### src/common/anadv_pkg.sv
// Constants for the auto-negotiation advertisement register block.
// Assumes a 5-bit management register index and 16-bit register data.
package anadv_pkg;

    localparam int ADDR_W = 5;
    localparam int DATA_W = 16;

    // Register indices on the management port.
    localparam logic [4:0] OFF_CTRL = 5'h00;
    localparam logic [4:0] OFF_STAT = 5'h01;
    localparam logic [4:0] OFF_ADV  = 5'h04;
    localparam logic [4:0] OFF_OVR  = 5'h10;

    // Control register fields.
    localparam int CTRL_RATE_BIT    = 13;
    localparam int CTRL_AN_EN_BIT   = 12;
    localparam int CTRL_RESTART_BIT = 9;
    localparam int CTRL_DUPLEX_BIT  = 8;

    // Override register field.
    localparam int OVR_BIT = 15;

    // Advertisement register fields.
    localparam int ADV_NP_BIT    = 15;
    localparam int ADV_RSV14_BIT = 14;
    localparam int ADV_RF_BIT    = 13;
    localparam int ADV_RSV_HI    = 12;
    localparam int ADV_RSV_LO    = 10;
    localparam int ADV_T4_BIT    = 9;
    localparam int ADV_ABIL_HI   = 8;
    localparam int ADV_ABIL_LO   = 5;
    localparam int ADV_SEL_HI    = 4;
    localparam int ADV_SEL_LO    = 0;

    // Reset values.
    localparam logic       NP_RST     = 1'h0;
    localparam logic       RSV14_RST  = 1'h0;
    localparam logic       RF_RST     = 1'h0;
    localparam logic [2:0] RSV_RST    = 3'h0;
    localparam logic [3:0] ABIL_RST   = 4'hF;
    localparam logic [3:0] ABIL_OFF   = 4'h0;
    localparam logic [4:0] SEL_RST    = 5'h01;
    localparam logic       AN_EN_RST  = 1'h1;
    localparam logic       RATE_RST   = 1'h1;
    localparam logic       DUPLEX_RST = 1'h1;
    localparam logic       OVR_RST    = 1'h0;

    // Fixed capability word of the status register.
    localparam logic [15:0] STAT_CAP = 16'h7808;

    // Cycles the strap synchroniser needs before its output is trusted.
    localparam logic [1:0] INIT_CYCLES = 2'h3;

    typedef enum logic [1:0] {
        ST_INIT,
        ST_IDLE,
        ST_NEGOTIATE
    } anadv_state_t;

endpackage

### src/core/anadv_top.sv
// Auto-negotiation advertisement register with its control, status and override bits.
// Assumes a management master on a plain strobe port and a negotiation engine alongside.
//
// Decided for this implementation: the plain strobed port.
`timescale 1ns/1ns

// Overview of operation
// Link code word is built from the advertisement register while negotiation is enabled.
// Next-page bit 15 is read/write, resets to zero, advertises next-page support.
// Reserved bit 14 always reads as zero.
// Bit 14 writes take effect only while the override bit is one.
// Reserved bits 12 to 10 always read as zero.
// Writes to bits 12 to 10 and other gated bits need the override bit.
// Software writes documented defaults into every reserved bit on each write.
// Remote-fault bit 13 follows local link fault and is sent to the partner.
// Ability bits 9 to 5 advertise support when one, no support when zero.
// Bit 9 for 100Base-T4 always reads zero.
// With negotiation enabled, ability bits 8 to 5 default to one.
// Ability defaults depend on mode pin level and negotiation enable.
// Negotiation disabled: send idles, speed and duplex from control bits.
// Negotiation enabled: run negotiation advertising exactly ability bits 8 to 5.
// Status capability bits never change with the ability bits.
// Software may rewrite abilities, then request a restart to apply them.
// Selector bits reset to 00001 and are override-gated.
// Selector field sent carries 00001 for the IEEE 802.3 message type.
// Reset loads every advertisement bit with its default before any access.
module anadv_top (
    input  wire logic                        MCLK_I,
    input  wire logic                        RST_N_I,
    input  wire logic [anadv_pkg::ADDR_W-1:0] ADDR_I,
    input  wire logic [anadv_pkg::DATA_W-1:0] WDATA_I,
    input  wire logic                        WR_I,
    input  wire logic                        RD_I,
    input  wire logic                        HW_MODE_I,
    input  wire logic                        LINK_FAULT_I,
    output logic      [anadv_pkg::DATA_W-1:0] RDATA_O,
    output logic      [anadv_pkg::DATA_W-1:0] LCW_O,
    output logic                             LCW_VALID_O,
    output logic                             AN_RESTART_O,
    output logic                             SEND_IDLE_O,
    output logic                             SPEED_100_O,
    output logic                             FULL_DUPLEX_O,
    output logic      [3:0]                  AUX_RSVD_O
);

    logic                        np_reg;
    logic                        rsv14_reg;
    logic                        rf_reg;
    logic [2:0]                  rsv_reg;
    logic [3:0]                  abil_reg;
    logic [4:0]                  sel_reg;
    logic                        an_en_reg;
    logic                        rate_reg;
    logic                        duplex_reg;
    logic                        ovr_reg;
    logic                        restart_reg;
    logic [1:0]                  init_cnt_reg;
    logic [anadv_pkg::DATA_W-1:0] rdata_reg;
    logic [anadv_pkg::DATA_W-1:0] rdata_next;
    logic [anadv_pkg::DATA_W-1:0] lcw_reg;
    logic [anadv_pkg::DATA_W-1:0] adv_word;
    logic                        lcw_valid_reg;
    logic                        send_idle_reg;
    logic [3:0]                  aux_reg;
    logic                        mode_sync;
    logic                        fault_sync;
    logic                        wr_ctrl;
    logic                        wr_adv;
    logic                        wr_ovr;
    logic                        init_done;
    anadv_pkg::anadv_state_t     state_reg;
    anadv_pkg::anadv_state_t     state_next;

    // Both straps come from outside the clock domain, so each passes two stages.
    anadv_sync u_mode_sync (
        .clk_i   (MCLK_I),
        .rst_n_i (RST_N_I),
        .async_i (HW_MODE_I),
        .sync_o  (mode_sync)
    );

    // The fault level changes slowly, so a few cycles of latency cost nothing.
    anadv_sync u_fault_sync (
        .clk_i   (MCLK_I),
        .rst_n_i (RST_N_I),
        .async_i (LINK_FAULT_I),
        .sync_o  (fault_sync)
    );

    // Write decode.
    always_comb begin
        wr_ctrl = 1'h0;
        wr_adv  = 1'h0;
        wr_ovr  = 1'h0;
        if (WR_I && (ADDR_I == anadv_pkg::OFF_CTRL)) begin
            wr_ctrl = 1'h1;
        end else if (WR_I && (ADDR_I == anadv_pkg::OFF_ADV)) begin
            wr_adv = 1'h1;
        end else if (WR_I && (ADDR_I == anadv_pkg::OFF_OVR)) begin
            wr_ovr = 1'h1;
        end
    end

    // The strap is trusted only once both synchroniser stages have settled.
    assign init_done = (state_reg == anadv_pkg::ST_INIT)
                       && (init_cnt_reg == anadv_pkg::INIT_CYCLES);

    // Next-page bit is plain read/write with a zero reset.
    always_ff @(posedge MCLK_I) begin
        if (!RST_N_I) begin
            np_reg <= anadv_pkg::NP_RST;
        end else if (wr_adv) begin
            np_reg <= WDATA_I[anadv_pkg::ADV_NP_BIT];
        end
    end

    // Reserved bits are kept for auxiliary use but never read back.
    always_ff @(posedge MCLK_I) begin
        if (!RST_N_I) begin
            rsv14_reg <= anadv_pkg::RSV14_RST;
        end else if (wr_adv && ovr_reg) begin
            rsv14_reg <= WDATA_I[anadv_pkg::ADV_RSV14_BIT];
        end
    end

    // A stray write could start an auxiliary function, hence the override gate.
    always_ff @(posedge MCLK_I) begin
        if (!RST_N_I) begin
            rsv_reg <= anadv_pkg::RSV_RST;
        end else if (wr_adv && ovr_reg) begin
            rsv_reg <= WDATA_I[anadv_pkg::ADV_RSV_HI:anadv_pkg::ADV_RSV_LO];
        end
    end

    // A fault level wins over a written zero; a written one lasts a single cycle.
    always_ff @(posedge MCLK_I) begin
        if (!RST_N_I) begin
            rf_reg <= anadv_pkg::RF_RST;
        end else begin
            rf_reg <= fault_sync | (wr_adv & WDATA_I[anadv_pkg::ADV_RF_BIT]);
        end
    end

    // Ability defaults settle once the mode strap has passed the synchroniser.
    always_ff @(posedge MCLK_I) begin
        if (!RST_N_I) begin
            abil_reg <= anadv_pkg::ABIL_RST;
        end else if (init_done) begin
            if (mode_sync && !an_en_reg) begin
                abil_reg <= anadv_pkg::ABIL_OFF;
            end else begin
                abil_reg <= anadv_pkg::ABIL_RST;
            end
        end else if (wr_adv) begin
            abil_reg <= WDATA_I[anadv_pkg::ADV_ABIL_HI:anadv_pkg::ADV_ABIL_LO];
        end
    end

    // Selector is gated by the override bit like the reserved bits.
    always_ff @(posedge MCLK_I) begin
        if (!RST_N_I) begin
            sel_reg <= anadv_pkg::SEL_RST;
        end else if (wr_adv && ovr_reg) begin
            sel_reg <= WDATA_I[anadv_pkg::ADV_SEL_HI:anadv_pkg::ADV_SEL_LO];
        end
    end

    // Negotiation enable; clearing it sends the sequencer to idle.
    always_ff @(posedge MCLK_I) begin
        if (!RST_N_I) begin
            an_en_reg <= anadv_pkg::AN_EN_RST;
        end else if (wr_ctrl) begin
            an_en_reg <= WDATA_I[anadv_pkg::CTRL_AN_EN_BIT];
        end
    end

    // Forced speed, which only matters while negotiation is off.
    always_ff @(posedge MCLK_I) begin
        if (!RST_N_I) begin
            rate_reg <= anadv_pkg::RATE_RST;
        end else if (wr_ctrl) begin
            rate_reg <= WDATA_I[anadv_pkg::CTRL_RATE_BIT];
        end
    end

    // Forced duplex, which only matters while negotiation is off.
    always_ff @(posedge MCLK_I) begin
        if (!RST_N_I) begin
            duplex_reg <= anadv_pkg::DUPLEX_RST;
        end else if (wr_ctrl) begin
            duplex_reg <= WDATA_I[anadv_pkg::CTRL_DUPLEX_BIT];
        end
    end

    // Restart is a self-clearing request, only honoured with negotiation on.
    always_ff @(posedge MCLK_I) begin
        if (!RST_N_I) begin
            restart_reg <= 1'h0;
        end else begin
            restart_reg <= wr_ctrl && WDATA_I[anadv_pkg::CTRL_RESTART_BIT]
                           && WDATA_I[anadv_pkg::CTRL_AN_EN_BIT]
                           && (state_reg != anadv_pkg::ST_INIT);
        end
    end

    // Override bit opens the gated bits to software.
    always_ff @(posedge MCLK_I) begin
        if (!RST_N_I) begin
            ovr_reg <= anadv_pkg::OVR_RST;
        end else if (wr_ovr) begin
            ovr_reg <= WDATA_I[anadv_pkg::OVR_BIT];
        end
    end

    // Init counter waits out the synchroniser latency.
    always_ff @(posedge MCLK_I) begin
        if (!RST_N_I) begin
            init_cnt_reg <= 2'h0;
        end else if (state_reg == anadv_pkg::ST_INIT) begin
            init_cnt_reg <= init_cnt_reg + 2'h1;
        end
    end

    // Sequencer: init, then idle or negotiate as the enable bit says.
    always_comb begin
        state_next = state_reg;
        case (state_reg)
            anadv_pkg::ST_INIT: begin
                if (init_done) begin
                    if (an_en_reg) begin
                        state_next = anadv_pkg::ST_NEGOTIATE;
                    end else begin
                        state_next = anadv_pkg::ST_IDLE;
                    end
                end
            end
            anadv_pkg::ST_IDLE: begin
                if (an_en_reg) begin
                    state_next = anadv_pkg::ST_NEGOTIATE;
                end
            end
            anadv_pkg::ST_NEGOTIATE: begin
                if (!an_en_reg) begin
                    state_next = anadv_pkg::ST_IDLE;
                end
            end
            default: begin
                state_next = anadv_pkg::ST_INIT;
            end
        endcase
    end

    // State register; init is entered again on every reset.
    always_ff @(posedge MCLK_I) begin
        if (!RST_N_I) begin
            state_reg <= anadv_pkg::ST_INIT;
        end else begin
            state_reg <= state_next;
        end
    end

    // The word sent to the partner carries zeros in the reserved and T4 slots.
    always_comb begin
        adv_word = 16'h0000;
        adv_word[anadv_pkg::ADV_NP_BIT] = np_reg;
        adv_word[anadv_pkg::ADV_RSV14_BIT] = 1'h0;
        adv_word[anadv_pkg::ADV_RF_BIT] = rf_reg;
        adv_word[anadv_pkg::ADV_RSV_HI:anadv_pkg::ADV_RSV_LO] = 3'h0;
        adv_word[anadv_pkg::ADV_T4_BIT] = 1'h0;
        adv_word[anadv_pkg::ADV_ABIL_HI:anadv_pkg::ADV_ABIL_LO] = abil_reg;
        adv_word[anadv_pkg::ADV_SEL_HI:anadv_pkg::ADV_SEL_LO] = sel_reg;
    end

    // Link code word toward the negotiation engine, one cycle behind the register.
    always_ff @(posedge MCLK_I) begin
        if (!RST_N_I) begin
            lcw_reg <= 16'h0000;
        end else begin
            lcw_reg <= adv_word;
        end
    end

    // Valid is taken from the next state so that it changes together with the state.
    always_ff @(posedge MCLK_I) begin
        if (!RST_N_I) begin
            lcw_valid_reg <= 1'h0;
        end else begin
            lcw_valid_reg <= (state_next == anadv_pkg::ST_NEGOTIATE);
        end
    end

    // Idle transmission whenever negotiation is off outside init.
    always_ff @(posedge MCLK_I) begin
        if (!RST_N_I) begin
            send_idle_reg <= 1'h0;
        end else begin
            send_idle_reg <= (state_next == anadv_pkg::ST_IDLE);
        end
    end

    // Reserved bits go to auxiliary logic, which is why software must keep them at default.
    always_ff @(posedge MCLK_I) begin
        if (!RST_N_I) begin
            aux_reg <= 4'h0;
        end else begin
            aux_reg <= {rsv14_reg, rsv_reg};
        end
    end

    // Read mux; unmapped indices read zero.
    always_comb begin
        rdata_next = 16'h0000;
        if (ADDR_I == anadv_pkg::OFF_CTRL) begin
            rdata_next[anadv_pkg::CTRL_RATE_BIT]   = rate_reg;
            rdata_next[anadv_pkg::CTRL_AN_EN_BIT]  = an_en_reg;
            rdata_next[anadv_pkg::CTRL_DUPLEX_BIT] = duplex_reg;
        end else if (ADDR_I == anadv_pkg::OFF_STAT) begin
            rdata_next = anadv_pkg::STAT_CAP;
        end else if (ADDR_I == anadv_pkg::OFF_ADV) begin
            rdata_next = adv_word;
        end else if (ADDR_I == anadv_pkg::OFF_OVR) begin
            rdata_next[anadv_pkg::OVR_BIT] = ovr_reg;
        end
    end

    // Read data stand only in the cycle after the strobe.
    always_ff @(posedge MCLK_I) begin
        if (!RST_N_I) begin
            rdata_reg <= 16'h0000;
        end else if (RD_I) begin
            rdata_reg <= rdata_next;
        end else begin
            rdata_reg <= 16'h0000;
        end
    end

    // Every output is a register, so the far side sees no decode glitches.
    assign RDATA_O       = rdata_reg;
    assign LCW_O         = lcw_reg;
    assign LCW_VALID_O   = lcw_valid_reg;
    assign AN_RESTART_O  = restart_reg;
    assign SEND_IDLE_O   = send_idle_reg;
    assign SPEED_100_O   = rate_reg;
    assign FULL_DUPLEX_O = duplex_reg;
    assign AUX_RSVD_O    = aux_reg;

endmodule

### src/core/anadv_sync.sv
// Two-stage synchroniser for one level arriving from outside the clock domain.
// Assumes the input level is held for several clock periods.
`timescale 1ns/1ns
module anadv_sync (
    input  wire logic clk_i,
    input  wire logic rst_n_i,
    input  wire logic async_i,
    output logic      sync_o
);

    logic meta_reg;
    logic sync_reg;

    // Only the second stage is read, so no logic ever sees a metastable level.
    always_ff @(posedge clk_i) begin
        if (!rst_n_i) begin
            meta_reg <= 1'h0;
            sync_reg <= 1'h0;
        end else begin
            meta_reg <= async_i;
            sync_reg <= meta_reg;
        end
    end

    assign sync_o = sync_reg;

endmodule

### config.mk
export PLATFORM = sky130hd
export DESIGN_NAME = anadv_top
export DESIGN_NICKNAME = d
export VERILOG_FILES = /design/src/common/anadv_pkg.sv /design/src/core/anadv_top.sv /design/src/core/anadv_sync.sv
export SDC_FILE = /design/constraint.sdc
export NUM_CORES = 1
export LEC_CHECK = 0
export ABC_AREA = 1
export BUFFER_PORTS_ARGS = -buffer_cell sky130_fd_sc_hd__buf_4
export CAP_MARGIN = 10
export CORE_ASPECT_RATIO = 0.75
export CORE_UTILIZATION = 50
export CTS_CLUSTER_SIZE = 16
export DETAILED_ROUTE_END_ITERATION = 16
export PLACE_DENSITY = 0.77
export SYNTH_ARGS = -nofsm -noshare
export SYNTH_HDL_FRONTEND = slang
export SYNTH_SLANG_ARGS = --single-unit
### constraint.sdc
create_clock -name MCLK_I -period 3.57 [get_ports MCLK_I]
set_clock_uncertainty 0.15 [all_clocks]
set_input_delay 0.5355 -clock MCLK_I [delete_from_list [all_inputs] [get_ports MCLK_I]]
set_output_delay 0.5355 -clock MCLK_I [all_outputs]
set_load 0.02 [all_outputs]
==> results.md, run 1 <==
- Status: complete, no violations
- RSZ-0062 raised after global routing: no
- Maximum VDD drop: 0.615 mV
- Register area share after synthesis: 0.542
- Reg2reg setup slack: 2170 ps
- Final hold vios: 0
- FF-to-FF path depth: 6
- HPWL Detailed: 2.93 mm
- Initial antenna violation count: 0
- Largest register FFs: 13
- Max-slew violations: 0
- Startpoint type of the worst setup path: flop
- Routed WL: 4.02 mm
- Worst Path Buf+Inv: 1
- Remaining routing DRC violations: 0
- Placer Congestion: 0.777
- Layout cells sized above 1: 0.257
- Die X: 77.6 um
- PD cells: 522 nW/um^2
- Cts repair resizes: 0
- Fin crit share: 0.433
- Crit path depth: 1
- Final Power: 1.46 mW
- Delay-heaviest family, CP: flip-flops
- Hold buffer count at cts: 0
- Max H-tree Level: 3
- Setup repair bufs after CTS: 0
- Endpoints failing setup: 0
- I/O pin total: 68
- Synthesized area: 2140 sq um
- Critical path required time: 2880 ps
- 1st-pass router iterations: 4
- Yosys reg bits: 58
- Max Freq: 647 MHz
- Total GRT Usage: 0.199
- Antenna-violating nets left: 0
- Max Buffers Root-to-Sink: 2
- Asr flop ratio synth: 0
- TritonCTS buffer count: 9
- DR iter-0 viols: 87
- Critical path type: reg2out
- Skew-Pair Late Insertion Delay: 330 ps
- Clock transition at path regs: 60 ps
- Layout area overhead: 31.0%
- Largest net degree at the start of global routing: 42
- Nets: 357
- Leak: 1.50 nW
- Number of synthesized flops with an enable pin: 0
- TritonCTS clock tree: yes
- Fin Setup TNS: 0 ps
- Commonest register cell after synthesis: dfxtp_1
- Synth top area cells: dfxtp_1 (54%), nand2_1 (9.1%), inv_1 (7.5%)
- Antenna cells: 0
- Critical Path Max Stage Delay: 370 ps
- Count of input and output buffers: 60
- Vias in the first global route: 1495
- Synth unique cells: 24
- Clock Tree Root: clkbuf_8
- Via count: 1766
- Crit path time final: 1550 ps
- Reg-to-Reg Start: state_reg[1]
- Die ar.: 4550 sq um
- CP Launch Point: FULL_DUPLEX_O
- Avg Cell Area, Syn: 8.02 sq um
- Vias per Instance: 4.54
- TritonCTS Sinks: 58
- Leading area contributor after synthesis: dfxtp_1
- Crit path arrival time: 860 ps
- Starting Density: 0.525
- Mapped Cells: 267
- R2R Path End: abil_reg[0]
- Total gr overflow: 0
- # rows: 20
- Max-cap violations: 0
- CP max stage cell: dfxtp_1
- Drt wl/cell: 10.3 um
- Post-synth top area share: 0.542
- Global-route wire length before repair: 6.68 mm
- Crit. End Element: output pin
- Fill cell count: 359
- Crit-path max FO: 3
- Cell breakdown of the critical path: buf_4
- End of the critical path: FULL_DUPLEX_O
- Core Area: 4080 sq um
- Yosys warning count: 0
- Synth top cells by count: dfxtp_1 (58), nand2_1 (52), inv_1 (43)
- Worst hold path class: in2reg
- Count leader, synth: dfxtp_1
- Height of the die: 58.7 um
==> per-stage QoR <==
| step | hold WS (ps) | setup slack [ps] | area, sq um | utilization | instances |
|---|---|---|---|---|---|
| 6_report | 238 | 2020 | 2810 | 0.688 | 389 |
| 5_1_grt | 231 | 1980 | 2810 | 0.688 | 389 |
| 4_1_cts | 213 | 2000 | 2810 | 0.688 | 389 |
| 3_5_place_dp | 249 | 1820 | 2590 | 0.634 | 373 |
| 3_3_place_gp | 243 | 1850 | 2590 | 0.634 | 373 |
| 2_1_floorplan | 240 | 2110 | 2160 | - | 273 |
==> how the worst min path moves through the flow <==
| stage | start | endpoint | slack, ps | depth (start not counted) |
|---|---|---|---|---|
| 2_1_floorplan | u_fault_sync.meta_reg | u_fault_sync.sync_o | 240 | 2 |
| 3_3_place_gp | u_mode_sync.meta_reg | u_mode_sync.sync_o | 240 | 2 |
| 5_1_grt | HW_MODE_I | u_mode_sync.meta_reg | 230 | 3 |
| 6_report | LINK_FAULT_I | u_fault_sync.meta_reg | 240 | 3 |
| 4_1_cts | LINK_FAULT_I | u_fault_sync.meta_reg | 210 | 3 |
| 3_5_place_dp | u_fault_sync.meta_reg | u_fault_sync.sync_o | 250 | 2 |
==> kinds of logic after synthesis <==
kind of cell / count (synthesis) / synth area share
AOI/OAI and AO/OA: 12 / 0.0304
and+or+nand+nor: 136 / 0.297
other: 1 / 0.00175
adders and majority gates: 1 / 0.00584
buffers and inverters: 59 / 0.122
DFF: 58 / 0.542
==> layout make-up <==
class	count	area (sq um)	share of cell area
Timing Repair Buffer	60	450	0.161
Sequential cell	58	1160	0.414
Clock buffer	11	141	0.0504
Clock inverter	5	77.6	0.0277
Tap cell	55	68.8	0.0245
Multi-Input combinational cell	156	741	0.264
Inverter	44	165	0.0589
==> power by group <==
| group | switching (mW) | internal (mW) | leakage (nW) | total (mW) |
|---|---|---|---|---|
| logic | 0.0768 | 0.0530 | 0.915 | 0.130 |
| clock network | 0.245 | 0.409 | 0.109 | 0.654 |
| registers | 0.0114 | 0.669 | 0.472 | 0.681 |
==> placed cells by master (no fill, tap or decap), drive strengths merged, types with 2 or more instances in the layout <==
cell type   n
a21oi       4
o21ai       6
conb        7
nor2       44
nand2      54
nand3      24
buf        60
bufinv      2
clkinv      2
inv        44
nand4       9
clkbuf     11
dfxtp      58
nor4        4
==> per-layer routing <==
| metal | wire, um | up-vias | global-route usage |
|---|---|---|---|
| li1 | - | 930 | - |
| met1 | 1890 | 770 | 0.249 |
| met2 | 1830 | 62 | 0.305 |
| met3 | 260 | 4 | 0.0760 |
| met4 | 33 | 0 | 0.0970 |
| met5 | 0 | - | 0 |
No activity file was read; power rests on OpenSTA's default activity.
==> run 2: changes to the inputs <==
--- a/config.mk
+++ b/config.mk
@@ -9,10 +9,10 @@
 export BUFFER_PORTS_ARGS = -buffer_cell sky130_fd_sc_hd__buf_4
 export CAP_MARGIN = 10
 export CORE_ASPECT_RATIO = 0.75
-export CORE_UTILIZATION = 50
+export CORE_UTILIZATION = 45
 export CTS_CLUSTER_SIZE = 16
 export DETAILED_ROUTE_END_ITERATION = 16
-export PLACE_DENSITY = 0.77
+export PLACE_DENSITY = 0.73
 export SYNTH_ARGS = -nofsm -noshare
 export SYNTH_HDL_FRONTEND = slang
 export SYNTH_SLANG_ARGS = --single-unit
==> constraint.sdc (replaced) <==
create_clock -name MCLK_I -period 1.4 [get_ports MCLK_I]
set_clock_uncertainty 0.15 [all_clocks]
set_input_delay 0.21 -clock MCLK_I [delete_from_list [all_inputs] [get_ports MCLK_I]]
set_output_delay 0.21 -clock MCLK_I [all_outputs]
set_load 0.02 [all_outputs]
==> run 2 against run 1 <==
Compared with the run above:
- clock power grew 110%
- via count grew 3.0%
- sequential power grew to 2.5 times the previous value
- worst setup slack lost 1900 ps
- combinational power grew to 2.8 times the previous value
- non-clock buffer count grew 12
- global-route usage shrank 0.70 points
==> results.md, run 2 (synthesis gave the netlist of run 1 again) <==
- Clock Tree Root: clkbuf_8
- Reg-to-Reg Start: init_cnt_reg[0]
- Vias per Instance: 4.51 (-0.58%)
- Die X: 81.6 um (+5.3%)
- Sw power: 0.832 mW (+150%)
- Crit path time final: 1280 ps
- Placer Congestion: 0.740 (-4.9%)
- Startpoint type of the worst setup path: input pin
- Clk pwr share: 0.398 (-0.049)
- DR iter-0 viols: 101 (+16%)
- Antenna cells: 0 (unchanged)
- 1st-pass router iterations: 4 (unchanged)
- Crit path top cell by count: buf_4
- Placed cell area: 2620 sq um (+1.3%)
- Hold EP: an_en_reg
- Final hold vios: 0 (unchanged)
- Total gr overflow: 0 (unchanged)
- Maximum VDD drop: 0.715 mV (+16%)
- Layout area overhead: 35.0%
- Most frequent cells in the layout: buf_4 (64), dfxtp_1 (58), nand2_1 (51)
- Layout cells sized above 1: 0.260 (+0.00263)
- Final Power: 3.48 mW (+140%)
- Nets: 369 (+3.4%)
- Global-route wire length before repair: 6.85 mm (+2.6%)
- Critical Path Max Stage Delay: 520 ps (+150 ps)
- Status: complete, no violations
- R2R Path End: abil_reg[0]
- Max-cap violations: 0 (unchanged)
- Leak: 1.55 nW (+3.6%)
- Commonest non-fill, non-tap cell in the layout: buf_4
- Height of the die: 61.7 um (+5.2%)
- Net Sw Frac: 0.239 (+0.0120)
- RSZ-0062 raised after global routing: no
- HPWL Detailed: 3.11 mm (+6.1%)
- Routed WL: 4.36 mm (+8.5%)
- Worst Path Buf+Inv: 3 (+2)
- Fin crit share: 0.914
- Antenna-violating nets left: 0 (unchanged)
- Reg2reg setup slack: 140 ps (-2030 ps)
- # rows: 21 (+5.0%)
- Crit-path max FO: 24 (+21)
- Clock transition at path regs: 60 ps (about the same)
- TritonCTS buffer count: 9 (unchanged)
- Skew-Pair Late Insertion Delay: 340 ps (about the same)
- Initial antenna violation count: 0 (unchanged)
- Max Buffers Root-to-Sink: 2 (unchanged)
- Largest register FFs: 13 (unchanged)
- Remaining routing DRC violations: 0 (unchanged)
- Vias in the first global route: 1545 (+3.3%)
- Worst hold path class: in2reg
- Critical path required time: 1530 ps (-1350 ps)
- Max H-tree Level: 3 (unchanged)
- Core Area: 4520 sq um (+11%)
- Fin Hold WS: 14.9 ps (-223 ps)
- TritonCTS Sinks: 58 (unchanged)
- Share of power burned in registers: 0.499 (+0.034)
- Worst slack, placed: 4.34 ps (-1820 ps)
- Die ar.: 5040 sq um (+11%)
- Final Cell Area: 2890 sq um (+3.0%)
- Drt wl/cell: 10.8 um (+4.7%)
- Worst hold start: WDATA_I[12]
- Max-slew violations: 0 (unchanged)
- Endpoints failing setup: 0 (unchanged)
- CP max stage cell: dlygate4sd3_1
- Delay-heaviest family, CP: buffers and inverters
- FF-to-FF path depth: 5 (-1)
- Critical path type: in2reg
- Largest net degree at the start of global routing: 25 (-40%)
- Count of input and output buffers: 60 (unchanged)
- Fin worst setup slack: 121 ps (-1900 ps)
- Cell breakdown of the critical path: dlygate4sd3_1 -> buf_4 -> buf_4 -> o21ai_0 -> nor2_1
- Max Freq: 782 MHz
- Gate power share: 0.104 (+0.015)
- Crit path arrival time: 1410 ps (+550 ps)
- Fin Setup TNS: 0 ps (unchanged)
- TritonCTS clock tree: yes
- Via count: 1819 (+3.0%)
- I/O pin total: 68 (unchanged)
- Starting Density: 0.474 (-0.0511)
- Total GRT Usage: 0.192 (-0.00697)
- Pint: 2.65 mW (+130%)
- PD cells: 1200 nW/um^2 (+130%)
- Worst Hold Depth: 3 (unchanged)
- Crit. End Element: flop
-- run 2: cell type report --
type | instances | area, sq um
fill | 428 | 1630
clock buffer | 14 | 173
sequential | 58 | 1160
clock inverter | 2 | 10.0
timing repair buffer | 72 | 561
tap | 57 | 71.3
inverter | 44 | 165
multi-input combinational | 156 | 748
-- run 2: how the worst max path moves through the flow --
stage                             from  depth (start not counted)              end
after detailed placement     ADDR_I[1]                          6       RDATA_O[6]
after global routing      state_reg[1]                          6      abil_reg[2]
after floorplan           state_reg[1]                          6      abil_reg[0]
final                          RST_N_I                          5  init_cnt_reg[1]
after CTS                      RST_N_I                          6       RDATA_O[6]
after global placement       ADDR_I[1]                          7       sel_reg[1]
-- run 2: per-stage QoR --
step            util  cells
2_1_floorplan      -    273
3_3_place_gp   0.579    379
3_5_place_dp   0.579    379
4_1_cts        0.638    403
5_1_grt        0.639    403
6_report       0.639    403
-- run 2: routing by layer --
layer	share of wire	global-route usage	wire (um)
met1	0.45	0.230	1970
met3	0.076	0.0847	331
met4	0.015	0.0977	66
met5	0	0	0
met2	0.46	0.298	1990
-- run 2: what timing repair did --
action                                  4_1_cts  5_1_grt
endpoints found under the setup margin        0        8
setup buffers                                 0        0
hold buffers                                  8        0
gates resized for setup                       0        2
endpoints found under the hold margin        11        0
-- run 2: power groups by stage --
| stage | Clock [mW] | Combinational [mW] | Sequential, mW |
|---|---|---|---|
| 6_report | 1.38 | 0.360 | 1.73 |
| 5_1_grt | 1.50 | 0.401 | 1.74 |
| 4_1_cts | 1.42 | 0.358 | 1.73 |
| 3_5_place_dp | 0 | 0.339 | 1.77 |
| 3_3_place_gp | 0 | 0.335 | 1.77 |
| 2_1_floorplan | 0 | 0.195 | 1.79 |
-- run 2: worst reg2reg max path, delay by kind of cell, from the launching register on --
family | cells | cell delay (ps)
AND/OR/NAND/NOR | 4 | 420
flip-flops | 1 | 330
adder cells (fa/ha/maj) | 1 | 240
==> run 3: changes to the inputs <==
--- a/config.mk
+++ b/config.mk
@@ -9,10 +9,11 @@
 export BUFFER_PORTS_ARGS = -buffer_cell sky130_fd_sc_hd__buf_4
 export CAP_MARGIN = 10
 export CORE_ASPECT_RATIO = 0.75
-export CORE_UTILIZATION = 45
+export CORE_UTILIZATION = 30
 export CTS_CLUSTER_SIZE = 16
 export DETAILED_ROUTE_END_ITERATION = 16
-export PLACE_DENSITY = 0.73
+export GPL_TIMING_DRIVEN = 0
+export PLACE_DENSITY = 0.52
 export SYNTH_ARGS = -nofsm -noshare
 export SYNTH_HDL_FRONTEND = slang
 export SYNTH_SLANG_ARGS = --single-unit
==> run 3 against run 2 <==
Compared with the run above:
- power down 0.70%
- global-route usage down 5.5 points
- cell area up 3.3%
- sequential share of layout area down 1.3 points
- largest cell class unchanged
- sequential cell count unchanged
- count of clock-buffer cells in the layout down 2
- maximum frequency down 0.76%
- highest routed layer unchanged
- register-to-register slack worse by 30 ps
- combinational power up 5%
- critical path depth down 1
==> results.md, run 3 (synthesis gave the netlist of run 1 again) <==
- Routed WL: 4.79 mm (+9.6%)
- Largest register FFs: 13 (unchanged)
- Die X: 99.5 um (+22%)
- # rows: 26 (+24%)
- Leak: 1.57 nW (+1.6%)
- Gate power share: 0.110 (+0.006)
- Startpoint type of the worst setup path: flop
- Skew-Pair Late Insertion Delay: 330 ps (about the same)
- Commonest non-fill, non-tap cell in the layout: buf_4
- Total gr overflow: 0 (unchanged)
- Area of the multi-input gates: 748 sq um (unchanged)
- Max H-tree Level: 3 (unchanged)
- Placer Congestion: 0.782 (+5.7%)
- Vias per Instance: 4.05 (-10%)
- Endpoints failing setup: 0 (unchanged)
- Initial antenna violation count: 0 (unchanged)
- DR iter-0 viols: 55 (-46%)
- Worst hold path class: in2reg
- Layout cells sized above 1: 0.273 (+0.0131)
- Remaining routing DRC violations: 0 (unchanged)
- TritonCTS clock tree: yes
- Clock Tree Root: clkbuf_8
- Critical path required time: 1480 ps (-50 ps)
- Drt wl/cell: 10.6 um (-2.5%)
- Clock transition at path regs: 60 ps (about the same)
- Fill cell count: 703 (+64%)
- Via count: 1835 (+0.88%)
- Clk pwr share: 0.388 (-0.010)
- Crit path time final: 1290 ps (+9.82 ps)
- 1st-pass router iterations: 4 (unchanged)
- Global-route wire length before repair: 7.45 mm (+8.7%)
- Core Area: 6860 sq um (+52%)
- Worst Hold Depth: 5 (+2)
- PD cells: 1160 nW/um^2 (-3.9%)
- Fin Hold WS: 18.9 ps (+4.06 ps)
- Total GRT Usage: 0.137 (-0.0548)
- Starting Density: 0.312 (-0.162)
- Antenna-violating nets left: 0 (unchanged)
- I/O pin total: 68 (unchanged)
- Status: complete, no violations
- FF-to-FF path depth: 4 (-1)
- TritonCTS buffer count: 9 (unchanged)
- Maximum VDD drop: 0.449 mV (-37%)
- Reg2reg setup slack: 110 ps (-30 ps)
- Max-cap violations: 0 (unchanged)
- Layout area overhead: 39.4%
- TritonCTS Sinks: 58 (unchanged)
- Share of power burned in registers: 0.502 (+0.003)
- Sequential cell area: 1160 sq um (unchanged)
- Height of the die: 75.2 um (+22%)
- RSZ-0062 raised after global routing: no
- Placed cell area: 2740 sq um (+4.5%)
- Measured slew at the worst slew-check pin: 614 ps
- R2R Path End: rsv_reg[1]
- Largest net degree at the start of global routing: 11 (-56%)
- Hold EP: abil_reg[2]
- Max Freq: 776 MHz (-0.76%)
- Pint: 2.59 mW (-2.0%)
- Setup repair bufs after CTS: 0 (unchanged)
- Crit. End Element: flop
- Nets: 379 (+2.7%)
- Die ar.: 7480 sq um (+48%)
- Count of input and output buffers: 60 (unchanged)
- Vias in the first global route: 1614 (+4.5%)
- Max Buffers Root-to-Sink: 2 (unchanged)
- Fin crit share: 0.921 (+0.00701)
- Worst hold start: WDATA_I[7]
- Net Sw Frac: 0.249 (+0.00959)
- Antenna cells: 0 (unchanged)
- CP Launch Point: ovr_reg
- Final hold vios: 0 (unchanged)
- Critical path type: reg2reg
- HPWL Detailed: 3.53 mm (+13%)
- Crit-path max FO: 10 (-58%)
- Reg-to-Reg Start: ovr_reg
- Most frequent cells in the layout: buf_4 (68), dfxtp_1 (58), nand2_1 (52)
- Max-slew violations: 0 (unchanged)
- Final Cell Area: 2980 sq um (+3.3%)
- Crit path arrival time: 1370 ps (-40 ps)
- Slew HR: 0.591
- Sw power: 0.859 mW (+3.3%)
[run 3: power groups by stage]
| stage | sequential [mW] | clock (mW) | combinational [mW] |
|---|---|---|---|
| after detailed placement | 1.77 | 0 | 0.362 |
| after global placement | 1.77 | 0 | 0.358 |
| after global routing | 1.74 | 1.45 | 0.421 |
| final | 1.74 | 1.34 | 0.379 |
| after CTS | 1.73 | 1.38 | 0.380 |
| after floorplan | 1.79 | 0 | 0.195 |
[run 3: area by class of cell]
cell class,count,share of cell area
clock inverters,3,0.00503
well taps,98,0.0411
repair buffers,67,0.174
inverters,44,0.0553
clock buffers,12,0.0520
plain buffers,15,0.0323
multi-input cells,156,0.251
flip-flops and latches,58,0.389
[run 3: worst max path at each step]
stage                   to  depth (start not counted)
2_1_floorplan  abil_reg[0]                          6
3_3_place_gp    sel_reg[4]                          8
3_5_place_dp    sel_reg[4]                          8
4_1_cts        RDATA_O[14]                          2
5_1_grt        abil_reg[0]                          5
6_report        rsv_reg[1]                          4
[run 3: per-stage QoR]
step	std cells	utilization	power, mW	TNS, ps	setup WS [ps]
2_1_floorplan	273	-	1.99	0	201
3_3_place_gp	431	0.399	2.13	-6.79	-6.79
3_5_place_dp	431	0.399	2.13	0	1.40
4_1_cts	453	0.434	3.50	0	107
5_1_grt	453	0.435	3.61	0	13.9
6_report	453	0.435	3.45	0	111
[run 3: critical path: stages, from the launching register on]
cell and delay [ps]:
dfxtp_1 340, clkbuf_1 400, nand4_1 170, nand2_1 90
nor2_1 40
[run 3: metal layers]
| layer | GRT usage | routed length, um |
|---|---|---|
| met3 | 0.0631 | 299 |
| met5 | 0 | 0 |
| met2 | 0.208 | 2040 |
| met1 | 0.173 | 2380 |
| met4 | 0.0490 | 61 |
[run 3: timing repair]
action                                  CTS  global route
resized for setup                         1             1
endpoints found under the hold margin     9             0
cloned                                    0             0
endpoints found under the setup margin    1             1
hold buffers                              7             0
